===== src/hdl/ivp_defines.vh =====
// Command codes, field layout, reset values and timing for input-voltage protection
`ifndef IVP_DEFINES_VH
`define IVP_DEFINES_VH

// Command codes
`define IVP_CMD_OVF_LIMIT      8'h55
`define IVP_CMD_OV_ACTION      8'h56
`define IVP_CMD_OVW_LIMIT      8'h57
`define IVP_CMD_UVW_LIMIT      8'h58

// Field positions
`define IVP_EXP_HI             15
`define IVP_EXP_LO             11
`define IVP_MAN_HI             10
`define IVP_ACT_HI             7
`define IVP_ACT_LO             3

// Reset values
`define IVP_OVF_EXP_RST        5'h00
`define IVP_OVW_EXP_RST        5'h00
`define IVP_UVW_EXP_RST        5'h1E
`define IVP_MAN_RST            11'h000
`define IVP_ACT_RST            5'h00

// Action codes
`define IVP_ACT_IGNORE         5'h00
`define IVP_ACT_LATCH          5'h10
`define IVP_ACT_HICCUP         5'h17

// Limits in 1/256 V steps
`define IVP_OV_MIN_Q8          24'h000000
`define IVP_OV_MAX_Q8          24'h001300
`define IVP_UV_MIN_Q8          24'h000400
`define IVP_UV_MAX_Q8          24'h000B40

// Restore quantisation
`define IVP_OV_REST_MAX        17'h00013
`define IVP_UV_REST_MIN        17'h00010
`define IVP_UV_REST_MAX        17'h0002D
`define IVP_OV_ROUND_ADD       17'h00080
`define IVP_UV_ROUND_ADD       17'h00020

// Hiccup base period
`define IVP_CLK_MHZ            100
`define IVP_HICCUP_BASE_US     20000
`define IVP_HICCUP_BASE_CYC    (`IVP_HICCUP_BASE_US * `IVP_CLK_MHZ)

`endif


===== src/hdl/ivp_fault_ctl.v =====
// Input overvoltage fault response sequencer: ignore, latch-off or hiccup
`default_nettype none
`include "ivp_defines.vh"

module ivp_fault_ctl #(
	parameter HICCUP_BASE_CYC = `IVP_HICCUP_BASE_CYC
) (
	// Clock and reset
	input  wire       clock,
	input  wire       rst_b,
	// Control
	input  wire       fault,
	input  wire [4:0] action,
	input  wire [1:0] hiccup_sel,
	input  wire       unit_on,
	// Status
	output wire       conv_enable,
	output wire       shutdown_active
);

	localparam [2:0] ST_RUN    = 3'b001;
	localparam [2:0] ST_LATCH  = 3'b010;
	localparam [2:0] ST_HICCUP = 3'b100;

	reg [2:0]  state_q;
	reg [2:0]  state_d;
	reg [34:0] count_q;
	reg [34:0] count_d;
	wire [34:0] period;

	// Each step of the selector doubles the wait
	assign period = {3'b000, HICCUP_BASE_CYC[31:0]} << hiccup_sel;

	always @* begin
		state_d = state_q;
		count_d = count_q;
		case (state_q)
			ST_RUN: begin
				if (fault && unit_on) begin
					if (action == `IVP_ACT_LATCH) begin
						state_d = ST_LATCH;
					end else if (action == `IVP_ACT_HICCUP) begin
						state_d = ST_HICCUP;
						count_d = period;
					end
				end
			end
			ST_LATCH: begin
				// Cleared only by commanding the unit off
				if (!unit_on) begin
					state_d = ST_RUN;
				end
			end
			ST_HICCUP: begin
				if (!unit_on || count_q <= 35'd1) begin
					state_d = ST_RUN;
					count_d = 35'd0;
				end else begin
					count_d = count_q - 35'd1;
				end
			end
			default: begin
				state_d = ST_RUN;
				count_d = 35'd0;
			end
		endcase
	end

	always @(posedge clock or negedge rst_b) begin
		if (!rst_b) begin
			state_q <= ST_RUN;
			count_q <= 35'd0;
		end else begin
			state_q <= state_d;
			count_q <= count_d;
		end
	end

	// Code 00000b never leaves RUN, so conversion continues
	assign conv_enable     = unit_on && state_q == ST_RUN;
	assign shutdown_active = state_q != ST_RUN;

endmodule
`default_nettype wire


===== src/hdl/ivp_lin_decode.v =====
// Linear-format (5-bit exponent, 11-bit mantissa) to signed 1/256 V decoder
`default_nettype none

module ivp_lin_decode (
	// Linear-format word
	input  wire        [15:0] lin,
	// Value in 1/256 V steps, saturated
	output reg  signed [23:0] q8
);

	reg signed [6:0]  sh;
	reg signed [6:0]  nsh;
	reg signed [39:0] man;
	reg signed [39:0] wide;

	always @* begin
		sh   = $signed({{2{lin[15]}}, lin[15:11]}) + 7'sd8;
		nsh  = -sh;
		man  = $signed({{29{lin[10]}}, lin[10:0]});
		if (sh >= 7'sd0) begin
			wide = man <<< sh[5:0];
		end else begin
			wide = man >>> nsh[5:0];
		end
		// Saturate so a huge exponent cannot wrap into a small limit
		if (wide > 40'sh00007FFFFF) begin
			q8 = 24'sh7FFFFF;
		end else if (wide < -40'sh0000800000) begin
			q8 = -24'sh800000;
		end else begin
			q8 = wide[23:0];
		end
	end

endmodule
`default_nettype wire


===== src/hdl/ivp_regs.v =====
// Input-voltage protection command registers, comparators and status flags
// Summary of operation
// - Programmable overvoltage fault limit; crossing raises a fault handled by the action byte.
// - Restore sets fault limit to nearest whole volt 0..19, encoded 0000h..0013h.
// - One-byte fault action command at 56h, byte write and byte read.
// - Overvoltage fault sets summary, input and fault flags, then alerts host.
// - Action code in bits 7:3 restored from memory; bits 2:0 read zero.
// - Code 00000b ignores fault; 10000b shuts down and stays off.
// - Code 10111b shuts down, waits one hiccup period, retries until on or off.
// - Unlisted codes or out-of-range limits are invalid data: flag and alert.
// - 16-bit linear overvoltage warning limit at 57h, word access.
// - Input above warning limit sets summary, input and warning flags, alerts.
// - Warning limit exponent bits 15:11 reset 00000b; mantissa restored from memory.
// - Restore sets warning limit to nearest whole volt 0..19, 0000h..0013h.
// - Run-time writes with fine resolution accepted inside the supported range.
// - Input below undervoltage warning limit sets summary, input and warning flags.
// - Undervoltage warning masked until input first exceeds turn-on and limit.
// - Undervoltage warning limit at 58h; exponent resets 11110b, mantissa restored.
// - Restore sets undervoltage limit to nearest 0.25 V, 4.00..11.25 V, F010h..F02Dh.
`default_nettype none
`include "ivp_defines.vh"

module ivp_regs #(
	parameter HICCUP_BASE_CYC = `IVP_HICCUP_BASE_CYC
) (
	// Clock and reset
	input  wire        clock,
	input  wire        rst_b,
	// Command port from the bus transport
	input  wire        cmd_req,
	input  wire        cmd_wr,
	input  wire [7:0]  cmd_code,
	input  wire [15:0] cmd_wdata,
	output reg         rsp_valid,
	output reg         rsp_hit,
	output reg  [15:0] rsp_rdata,
	// Stored values, 1/256 V steps, and restore request
	input  wire        nvm_restore,
	input  wire [15:0] nvm_ovf_limit,
	input  wire [15:0] nvm_ovw_limit,
	input  wire [15:0] nvm_uvw_limit,
	input  wire [4:0]  nvm_ov_action,
	// Telemetry and control, same clock
	input  wire [15:0] vin_sense,
	input  wire [15:0] vin_on_level,
	input  wire [1:0]  protection_configuration,
	input  wire        unit_on,
	input  wire        status_clear,
	// Status
	output reg         input_overvoltage_fault_flag,
	output reg         input_overvoltage_warning_flag,
	output reg         input_undervoltage_warning_flag,
	output reg         invalid_data_flag,
	output wire        other_fault_summary_bit,
	output wire        status_word_input_bit,
	output wire        cml_summary_bit,
	output wire        alert_b,
	output wire        conv_enable,
	output wire        shutdown_active
);

	reg        restore_pend_q;
	reg [15:0] ovf_limit_q;
	reg [15:0] ovw_limit_q;
	reg [15:0] uvw_limit_q;
	reg [4:0]  overvoltage_action_code;
	reg        uv_armed_q;
	reg        inv_set;

	wire signed [23:0] wr_q8;
	wire signed [23:0] ovf_q8;
	wire signed [23:0] ovw_q8;
	wire signed [23:0] uvw_q8;
	wire signed [24:0] vin_s;
	wire signed [24:0] von_s;
	wire               do_wr;
	wire               ov_range_ok;
	wire               uv_range_ok;
	wire               act_ok;
	wire               ovf_cond;
	wire               ovw_cond;
	wire               uvw_cond;
	wire               restore;

	// Nearest whole volt, clamped to 19
	function [15:0] rest_ov;
		input [15:0] v;
		reg   [16:0] n;
		begin
			n = ({1'b0, v} + `IVP_OV_ROUND_ADD) >> 8;
			if (n > `IVP_OV_REST_MAX) begin
				n = `IVP_OV_REST_MAX;
			end
			rest_ov = {`IVP_OVW_EXP_RST, n[10:0]};
		end
	endfunction

	// Nearest quarter volt, clamped to 4.00..11.25
	function [15:0] rest_uv;
		input [15:0] v;
		reg   [16:0] n;
		begin
			n = ({1'b0, v} + `IVP_UV_ROUND_ADD) >> 6;
			if (n > `IVP_UV_REST_MAX) begin
				n = `IVP_UV_REST_MAX;
			end else if (n < `IVP_UV_REST_MIN) begin
				n = `IVP_UV_REST_MIN;
			end
			rest_uv = {`IVP_UVW_EXP_RST, n[10:0]};
		end
	endfunction

	// Listed action codes only
	function valid_action;
		input [4:0] a;
		begin
			valid_action = a == `IVP_ACT_IGNORE || a == `IVP_ACT_LATCH ||
				a == `IVP_ACT_HICCUP;
		end
	endfunction

	// Limits decoded into sense units
	ivp_lin_decode u_dec_wr (
		.lin (cmd_wdata),
		.q8  (wr_q8)
	);

	ivp_lin_decode u_dec_ovf (
		.lin (ovf_limit_q),
		.q8  (ovf_q8)
	);

	ivp_lin_decode u_dec_ovw (
		.lin (ovw_limit_q),
		.q8  (ovw_q8)
	);

	ivp_lin_decode u_dec_uvw (
		.lin (uvw_limit_q),
		.q8  (uvw_q8)
	);

	assign restore = restore_pend_q || nvm_restore;
	assign do_wr   = cmd_req && cmd_wr;

	assign ov_range_ok = wr_q8 >= $signed(`IVP_OV_MIN_Q8) &&
		wr_q8 <= $signed(`IVP_OV_MAX_Q8);
	assign uv_range_ok = wr_q8 >= $signed(`IVP_UV_MIN_Q8) &&
		wr_q8 <= $signed(`IVP_UV_MAX_Q8);
	assign act_ok      = valid_action(cmd_wdata[`IVP_ACT_HI:`IVP_ACT_LO]);

	// Sense and turn-on level widened so both compare as signed
	assign vin_s = $signed({9'h000, vin_sense});
	assign von_s = $signed({9'h000, vin_on_level});

	assign ovf_cond = vin_s > $signed({ovf_q8[23], ovf_q8});
	assign ovw_cond = vin_s > $signed({ovw_q8[23], ovw_q8});
	assign uvw_cond = uv_armed_q && vin_s < $signed({uvw_q8[23], uvw_q8});

	// Limit and action storage
	always @(posedge clock or negedge rst_b) begin
		if (!rst_b) begin
			// One automatic restore follows every reset
			restore_pend_q          <= 1'b1;
			ovf_limit_q             <= {`IVP_OVF_EXP_RST, `IVP_MAN_RST};
			ovw_limit_q             <= {`IVP_OVW_EXP_RST, `IVP_MAN_RST};
			uvw_limit_q             <= {`IVP_UVW_EXP_RST, `IVP_MAN_RST};
			overvoltage_action_code <= `IVP_ACT_RST;
		end else begin
			restore_pend_q <= 1'b0;
			// Restore overrides a write in the same cycle
			if (restore) begin
				ovf_limit_q             <= rest_ov(nvm_ovf_limit);
				ovw_limit_q             <= rest_ov(nvm_ovw_limit);
				uvw_limit_q             <= rest_uv(nvm_uvw_limit);
				overvoltage_action_code <= nvm_ov_action;
			end else if (do_wr) begin
				case (cmd_code)
					`IVP_CMD_OVF_LIMIT: begin
						if (ov_range_ok) begin
							ovf_limit_q <= cmd_wdata;
						end
					end
					`IVP_CMD_OV_ACTION: begin
						// Takes effect at once; no guard against mid-shutdown writes
						if (act_ok) begin
							overvoltage_action_code <=
								cmd_wdata[`IVP_ACT_HI:`IVP_ACT_LO];
						end
					end
					`IVP_CMD_OVW_LIMIT: begin
						if (ov_range_ok) begin
							ovw_limit_q <= cmd_wdata;
						end
					end
					`IVP_CMD_UVW_LIMIT: begin
						if (uv_range_ok) begin
							uvw_limit_q <= cmd_wdata;
						end
					end
					default: begin
					end
				endcase
			end
		end
	end

	// Invalid write detection
	always @* begin
		inv_set = 1'b0;
		if (do_wr) begin
			case (cmd_code)
				`IVP_CMD_OVF_LIMIT: inv_set = !ov_range_ok;
				`IVP_CMD_OV_ACTION: inv_set = !act_ok;
				`IVP_CMD_OVW_LIMIT: inv_set = !ov_range_ok;
				`IVP_CMD_UVW_LIMIT: inv_set = !uv_range_ok;
				default:            inv_set = 1'b0;
			endcase
		end
	end

	// Read answers, one cycle after the request
	always @(posedge clock or negedge rst_b) begin
		if (!rst_b) begin
			rsp_valid <= 1'b0;
			rsp_hit   <= 1'b0;
			rsp_rdata <= 16'h0000;
		end else begin
			// Writes and unknown codes answer zero so stale data never leaks
			rsp_valid <= cmd_req;
			rsp_hit   <= 1'b0;
			rsp_rdata <= 16'h0000;
			if (cmd_req) begin
				rsp_hit <= cmd_code == `IVP_CMD_OVF_LIMIT || cmd_code == `IVP_CMD_OV_ACTION ||
					cmd_code == `IVP_CMD_OVW_LIMIT || cmd_code == `IVP_CMD_UVW_LIMIT;
				if (!cmd_wr) begin
					case (cmd_code)
						`IVP_CMD_OVF_LIMIT: rsp_rdata <= ovf_limit_q;
						`IVP_CMD_OV_ACTION: rsp_rdata <= {8'h00, overvoltage_action_code, 3'b000};
						`IVP_CMD_OVW_LIMIT: rsp_rdata <= ovw_limit_q;
						`IVP_CMD_UVW_LIMIT: rsp_rdata <= uvw_limit_q;
						default:            rsp_rdata <= 16'h0000;
					endcase
				end
			end
		end
	end

	// Undervoltage warning arming
	always @(posedge clock or negedge rst_b) begin
		if (!rst_b) begin
			uv_armed_q <= 1'b0;
		end else if (vin_s > von_s && vin_s > $signed({uvw_q8[23], uvw_q8})) begin
			// Stays armed until reset, so a later dip below turn-on still warns
			uv_armed_q <= 1'b1;
		end
	end

	// Sticky flags; a set in the clearing cycle wins
	always @(posedge clock or negedge rst_b) begin
		if (!rst_b) begin
			input_overvoltage_fault_flag    <= 1'b0;
			input_overvoltage_warning_flag  <= 1'b0;
			input_undervoltage_warning_flag <= 1'b0;
			invalid_data_flag               <= 1'b0;
		end else begin
			input_overvoltage_fault_flag <=
				ovf_cond || (input_overvoltage_fault_flag && !status_clear);
			input_overvoltage_warning_flag <=
				ovw_cond || (input_overvoltage_warning_flag && !status_clear);
			input_undervoltage_warning_flag <=
				uvw_cond || (input_undervoltage_warning_flag && !status_clear);
			invalid_data_flag <=
				inv_set || (invalid_data_flag && !status_clear);
		end
	end

	assign status_word_input_bit   = input_overvoltage_fault_flag ||
		input_overvoltage_warning_flag || input_undervoltage_warning_flag;
	assign other_fault_summary_bit = status_word_input_bit;
	assign cml_summary_bit         = invalid_data_flag;
	// Alert held while anything is pending
	assign alert_b = !(status_word_input_bit || invalid_data_flag);

	ivp_fault_ctl #(
		.HICCUP_BASE_CYC (HICCUP_BASE_CYC)
	) u_fault_ctl (
		.clock           (clock),
		.rst_b           (rst_b),
		.fault           (ovf_cond),
		.action          (overvoltage_action_code),
		.hiccup_sel      (protection_configuration),
		.unit_on         (unit_on),
		.conv_enable     (conv_enable),
		.shutdown_active (shutdown_active)
	);

endmodule
`default_nettype wire

===== config.mk =====
export PLATFORM = sky130hd
export DESIGN_NAME = ivp_regs
export DESIGN_NICKNAME = d
export VERILOG_FILES = /design/src/hdl/ivp_fault_ctl.v /design/src/hdl/ivp_lin_decode.v /design/src/hdl/ivp_regs.v
export VERILOG_INCLUDE_DIRS = /design/src /design/src/hdl
export SDC_FILE = /design/constraint.sdc
export NUM_CORES = 1
export LEC_CHECK = 0
export ABC_AREA = 1
export BUFFER_PORTS_ARGS = -buffer_cell sky130_fd_sc_hd__buf_2
export CAP_MARGIN = 10
export CORE_AREA = 4 4 179 181
export CTS_CLUSTER_DIAMETER = 50
export DETAILED_ROUTE_END_ITERATION = 8
export DIE_AREA = 0 0 183 185
export PLACE_DENSITY_LB_ADDON = 0.25
export SLEW_MARGIN = 10
export SYNTH_ARGS = -nofsm -noshare
export SYNTH_HDL_FRONTEND = slang
export SYNTH_HIERARCHICAL = 1
export SYNTH_SLANG_ARGS = --single-unit

===== constraint.sdc =====
create_clock -name clock -period 6.3 [get_ports clock]
set_input_delay 0.63 -clock clock [delete_from_list [all_inputs] [get_ports clock]]
set_output_delay 0.63 -clock clock [all_outputs]
set_load 0.03 [all_outputs]

Yosys cells after proc, flatten, opt, wreduce, memory -nomap -nowiden:

Index checks and enable logic that the tools add are counted.

* flip-flop bits (word level): 115
* input port bits: 118
* output and inout port bits: 28
* word-level logic and storage cells: 176

* add/sub/neg operators: 12
* magnitude comparators: 26
* equality and inequality tests: 18
* shift operators: 9
* mux-type cells: 48
* bitwise gates (word level): 1
* reductions and logical operators: 47

Operators by type and width (number)
* 16-bit two-way mux: 13
* 24-bit two-way mux: 8
* 40-bit by 24-bit greater-than comparator with 1-bit output (second input constant): 4
* 40-bit by 24-bit less-than comparator with 1-bit output (second input constant): 4
* 40-bit two-way mux: 4
* 11-bit by 6-bit <<< shifter with 40-bit output: 4
* 11-bit by 6-bit >>> shifter with 40-bit output: 4
* 35-bit two-way mux: 4
* 35-bit one-hot mux with 3 select lines: 1
* 17-bit by 24-bit greater-than comparator with 1-bit output: 3
* 16-bit one-hot mux with 4 select lines: 1
* 35-bit by 1-bit <= comparator with 1-bit output (second input constant): 1
* 21-bit by 2-bit << shifter with 35-bit output (first input constant): 1
* 35-bit by 1-bit subtractor with 35-bit output (second input constant): 1
* 16-bit by 8-bit adder with 17-bit output (second input constant): 2
* 8-bit by 7-bit equality test with 1-bit output (second input constant): 4
* 5-bit by 5-bit adder with 6-bit output (second input constant): 4
* 24-bit by 1-bit greater-or-equal comparator with 1-bit output (second input constant): 1
* 24-bit by 12-bit greater-or-equal comparator with 1-bit output (second input constant): 1
* 6-bit by 1-bit greater-or-equal comparator with 1-bit output (second input constant): 4
* 24-bit by 13-bit <= comparator with 1-bit output (second input constant): 1
* 24-bit by 14-bit <= comparator with 1-bit output (second input constant): 1
* 17-bit by 24-bit less-than comparator with 1-bit output: 1
* 6-bit negator: 4
* other kinds (28): 85

Longest topological paths before layout:

* word-level depth: 13
* depth in mapped cells: 39
* depth with buffers taken out: 37

Cells and area by module:

Netlist, hierarchy kept.

Modules (own cells, without submodules)
* ivp_lin_decode: times used 4, cells an instance 429, area each 1974.4 µm², seq. area each 0.0 µm²
* ivp_regs: times used 1, cells an instance 874, area each 6078.3 µm², seq. area each 1933.1 µm²
* ivp_fault_ctl: times used 1, cells an instance 380, area each 2673.8 µm², seq. area each 952.2 µm²

Worst setup path before layout:

OpenSTA, ideal clock, no wires.

* path kind: register to register
* start point: reg ovf_limit_q[14]
* end point: reg u_fault_ctl.count_q[23]
* setup time: 0.070 ns
* data arrival time: 4.207 ns
* required time: 6.230 ns
* path slack: 2.023 ns
* cell stages (with the launch flop): 35
* path buffers: 5
* period minus slack after synthesis: 4.277 ns
* cell sequence: dfrtp_1 > buf_2 > inv_1 > buf_4 > buf_2 > ha_1 > clkinv_1 > clkbuf_1 > nand3_1 > nand2_1 > nand2_1 > nor2_1 > nand2_1 > nor2_1 > nand2_1 > nand2_2 > nand2_1 > nand2_1 > inv_1 > ha_1 > nand4_1 > nor4_1 > nand2_1 > nand3b_1 > nand2_1 > inv_1 > nand2_1 > nand3_1 > o21ai_0 > nand2_1 > nand2_1 > inv_2 > buf_1 > nand3_1 > nand3_1

* cells in the longest elaborated chain, start to end: 11

Ends and longest elaborated chain
* start, declared: line ivp_regs.v:63 `reg [15:0] ovf_limit_q;`
* start signal, assigned: line ivp_regs.v:165 `` ovf_limit_q <= {`IVP_OVF_EXP_RST, `IVP_MAN_RST}; ``
* start signal, assigned: line ivp_regs.v:173 `ovf_limit_q <= rest_ov(nvm_ovf_limit);`
* start signal, assigned: line ivp_regs.v:181 `ovf_limit_q <= cmd_wdata;`
* 5-bit by 5-bit adder with 6-bit output (*): line ivp_lin_decode.v:17 `sh = $signed({{2{lin[15]}}, lin[15:11]}) + 7'sd8;`
* 6-bit negator: line ivp_lin_decode.v:18 `nsh = -sh;`
* 11-bit by 6-bit >>> shifter with 40-bit output: line ivp_lin_decode.v:23 `wide = man >>> nsh[5:0];`
* 40-bit two-way mux (*): line ivp_lin_decode.v:20 `if (sh >= 7'sd0) begin`
* 40-bit by 24-bit less-than comparator with 1-bit output: line ivp_lin_decode.v:28 `end else if (wide < -40'sh0000800000) begin`
* 24-bit two-way mux: line ivp_lin_decode.v:28
* 24-bit two-way mux (*): line ivp_lin_decode.v:26 `if (wide > 40'sh00007FFFFF) begin`
* named net ovf_q8[15]: line ivp_regs.v:71 `wire signed [23:0] ovf_q8;`
* 17-bit by 24-bit greater-than comparator with 1-bit output (*): line ivp_regs.v:156 `assign ovf_cond = vin_s > $signed({ovf_q8[23], ovf_q8});`
* named net ovf_cond: line ivp_regs.v:80 `wire ovf_cond;`
* 1-bit logical AND (*): line ivp_fault_ctl.v:39 `if (fault && unit_on) begin`
* 2-bit by 1-bit != test with 1-bit output (no line) (*)
* 4-bit AND reduction (no line) (*)
* end signal, assigned: line ivp_fault_ctl.v:75 `count_q <= count_d;`
* end, declared: line ivp_fault_ctl.v:27 `reg [34:0] count_q;`

The timed path passes the listed nets; every way through them passes the cells marked *.
A chain may end at the register's enable or synchronous reset.

Final worst setup path:

* start point: reg ovf_limit_q[12]
* end point: reg u_fault_ctl.count_q[32]

Same word-level chain as after synthesis.

==> impl_metrics.ini <==
[status]
outcome = completed

[synthesis]
synth_flop_cell = dfrtp_1
synth_warnings = 6
synth-simple-area-share_pct = 49.49
synth_edf_count = 0
synth_area_leaders = nand2_1 (25%), dfrtp_1 (16%), nand3_1 (12%)
ys_seq_elements = 115
yosys-top-cells-count = nand2_1 (1094), nand3_1 (395), nor2_1 (279)
synth_top_family_by_area = simple AND/OR/NAND/NOR gates
synthAdderAreaFrac_pct = 6.839
synth.top_cell.area_share_pct = 24.66
synthArstFlopShare_pct = 100.0
synth_xor_area_share_pct = 2.052
seq_area_frac_synth_pct = 17.33
synth.most_common_cell = nand2_1
synth.distinct_cells = 49
synth-compound-area-share_pct = 13.62
synthMuxAreaShare_pct = 0.2405
synth_top_cell_by_area = nand2_1
syn-num-nets = 3179
syn_area_per_cell_sq_um = 5.606
syn_area_sq_um = 16650
synth_cells = 2970

[place]
hpwl_mm = 42.11
gp_congestion = 1.041
portBuffers = 126
dp_slack_ps = 1272

[sta]
grt_setup_unrepaired = no
setup_viol = 0
fin_ws_ps = 1166
fin_crit_sh_pct = 81.49
tightest_slew_ps = 1134
skew_ps = 16.39
fmax_mhz = 194.8
relSlewSlack_pct = 24.14
hold_viol = 0
drv_slew = 0
layout_min_cycle_time_ps = 5134
fin_setup_tns_ps = 0

[worst_setup_path]
path_buf_inv = 5
end_kind = register
r2r_slack_ps = 1170
required_ps = 6600
start_kind = register
cpLargestDelayFamily = compound AO/OA/AOI/OAI gates
ff2ff_path_depth = 28
max_stage_delay_ps = 700
reg2reg_to = u_fault_ctl/count_q[32]$_DFFE_PN0P_
worstPathMaxFanout = 28
cp_data_arrival_time_ps = 5430
cp_slowest_cell = dfrtp_1
reg2reg_from = ovf_limit_q[12]$_DFFE_PN0P_
critical_path_class = register to register
crit_top_cell = nand2_1

[routing]
drt_pass1_iterations = 6
dr.first_iter.drc_count = 2029
via_per_inst = 5.758
wl_per_cell_um = 15.61
routed_wl_mm = 53.40
drc = 0
dr_total_vias = 19700
ant_nets = 0

[clock_tree]
cts.sinks = 115
cts_buffers = 17
clockBufferDepth = 2
ctsResizeCount = 0
cts_setup_buffers = 0
hold_buffers = 0
cts_root_buffer = clkbuf_16
htreeDepth = 4
clkTransAtPathRegs_ps = 70
cts_tree = built
clkLatencyLatePin_ps = 430

[pwr]
ir_worst_vdd_v = 0.0001950
p_seq_share_pct = 25.7
power.internal_mw = 1.956
p_leak_nw = 9.724
pwr-share-clk_pct = 24.1
p_switching_mw = 1.768
power_density_nw_per_um2 = 209.4
p_sw_share_pct = 47.48
p_comb_share_pct = 50.2

[job]
max_cap_violations = 0

[cells_and_area]
nets = 3222
seq_area_sq_um = 2885
n_antenna_cell = 0
n_fill_cell = 3123
multi_input_area_sq_um = 12040
drive_above_1_share_pct = 8.099
syn_to_final_growth_pct = 6.816

[floorplan]
die_w_um = 183
dieArea_sq_um = 33860
initial_core_util_pct = 54.72
dieHeight_um = 185
rows = 64
io_pins = 146
core_sq_um = 30430

[global_route]
overflow = 0
antenna_found_initial = 0
grt_max_degree = 68
track_usage_pct = 30.90
grt_pass1_wl_mm = 87.95
grt_pass1_vias = 17790

[worst_hold_path]
holdCritPathClass = primary input to asynchronous set/reset pin
[final cells by class]
cell class	count	area share [%]
inverter	288	6.079
sequential	115	16.22
tap	396	2.786
timing repair buffer	141	4.193
multi-input combinational	2450	67.69
clock buffer	18	2.469
clock inverter	13	0.5628
[stage by stage]
step	utilization (%)	power (mW)	cell area, sq um	cells	hold slack [ps]
2_1_floorplan	-	2.381	16650	2970	334.4
3_3_place_gp	56.67	2.745	17250	3390	434.6
3_5_place_dp	56.67	2.797	17250	3390	446.6
4_1_cts	58.45	3.702	17780	3421	249.9
5_1_grt	58.45	4.040	17780	3421	284.4
6_report	58.45	3.724	17780	3421	231.9
[power groups by stage]
stage / registers (mW) / clock network [mW] / logic [mW]
after floorplan: 0.930 / 0 / 1.45
after global placement: 0.961 / 0 / 1.78
after detailed placement: 0.967 / 0 / 1.83
after CTS: 0.955 / 0.904 / 1.84
after global routing: 0.975 / 0.940 / 2.12
final: 0.959 / 0.896 / 1.87
[placed cells by master (no fill, tap or decap), types with 5 or more instances in the layout]
master	instances
nor4_1	5
nand3_1	395
nand2_1	1094
nor2_2	7
nand3b_1	5
inv_6	5
buf_4	16
o31ai_1	11
a221oi_1	12
clkinv_1	12
nand2_2	13
nor2_1	278
a31oi_1	7
or2_2	6
o22ai_1	9
xor2_1	28
ha_1	91
xnor2_1	11
inv_1	264
nor2_4	6
and2_1	22
dfrtp_1	109
nand4_1	35
nor3_1	26
o21bai_1	14
o21ai_0	157
nor3_4	9
buf_2	125
a21oi_1	119
o211ai_1	29
clkbuf_16	17
dfstp_2	6
o21ai_1	22
inv_2	12
[logic make-up after synthesis]
family	Yosys count
muxes	4
and+or+nand+nor	1919
xor gates and xnor gates	39
buffers and inverters	405
adders and majority gates	91
AOI/OAI and AO/OA	396
other	1
DFF	115
[worst max-delay path by stage]
| stage | start | end | slack (ps) | depth (start not counted) |
|---|---|---|---|---|
| after floorplan | ovf_limit_q[14]$_DFFE_PN0P_ | u_fault_ctl/count_q[23]$_DFFE_PN0P_ | 2020 | 34 |
| after global placement | ovf_limit_q[12]$_DFFE_PN0P_ | u_fault_ctl/count_q[16]$_DFFE_PN0P_ | 1410 | 29 |
| after detailed placement | ovf_limit_q[12]$_DFFE_PN0P_ | u_fault_ctl/count_q[14]$_DFFE_PN0P_ | 1270 | 29 |
| after CTS | ovf_limit_q[12]$_DFFE_PN0P_ | u_fault_ctl/count_q[32]$_DFFE_PN0P_ | 1250 | 30 |
| after global routing | ovf_limit_q[12]$_DFFE_PN0P_ | u_fault_ctl/count_q[16]$_DFFE_PN0P_ | 630 | 30 |
| final | ovf_limit_q[12]$_DFFE_PN0P_ | u_fault_ctl/count_q[32]$_DFFE_PN0P_ | 1170 | 28 |
[worst register-to-register path, delay by kind of cell (launching register included)]
| kind | cells | cell delay [ps] |
|---|---|---|
| AOI/OAI and AO/OA | 10 | 1510 |
| adders and majority gates | 2 | 780 |
| buffers and inverters | 5 | 1140 |
| DFF | 1 | 700 |
| and+or+nand+nor | 11 | 880 |
[state kept, by name, summed over array words and instances (netlist names)]
register / count
rsp_rdata: 16
input_overvoltage_warning_flag: 1
overvoltage_action_code: 5
input_undervoltage_warning_flag: 1
restore_pend_q: 1
input_overvoltage_fault_flag: 1
ovf_limit_q: 16
cml_summary_bit: 1
u_fault_ctl/count_q: 35
uvw_limit_q: 16
ovw_limit_q: 16
u_fault_ctl/state_q: 3
uv_armed_q: 1
rsp_hit: 1
rsp_valid: 1
[layer usage]
metal	wire length (um)	up-vias	part of all wire, %	track usage, %
li1	-	9771	-	-
met1	23650	8943	44	43.49
met2	24400	898	46	50.27
met3	4356	87	8.2	4.635
met4	988	0	1.9	7.330
met5	0	-	0	0
(Power assumes the default switching activity.)
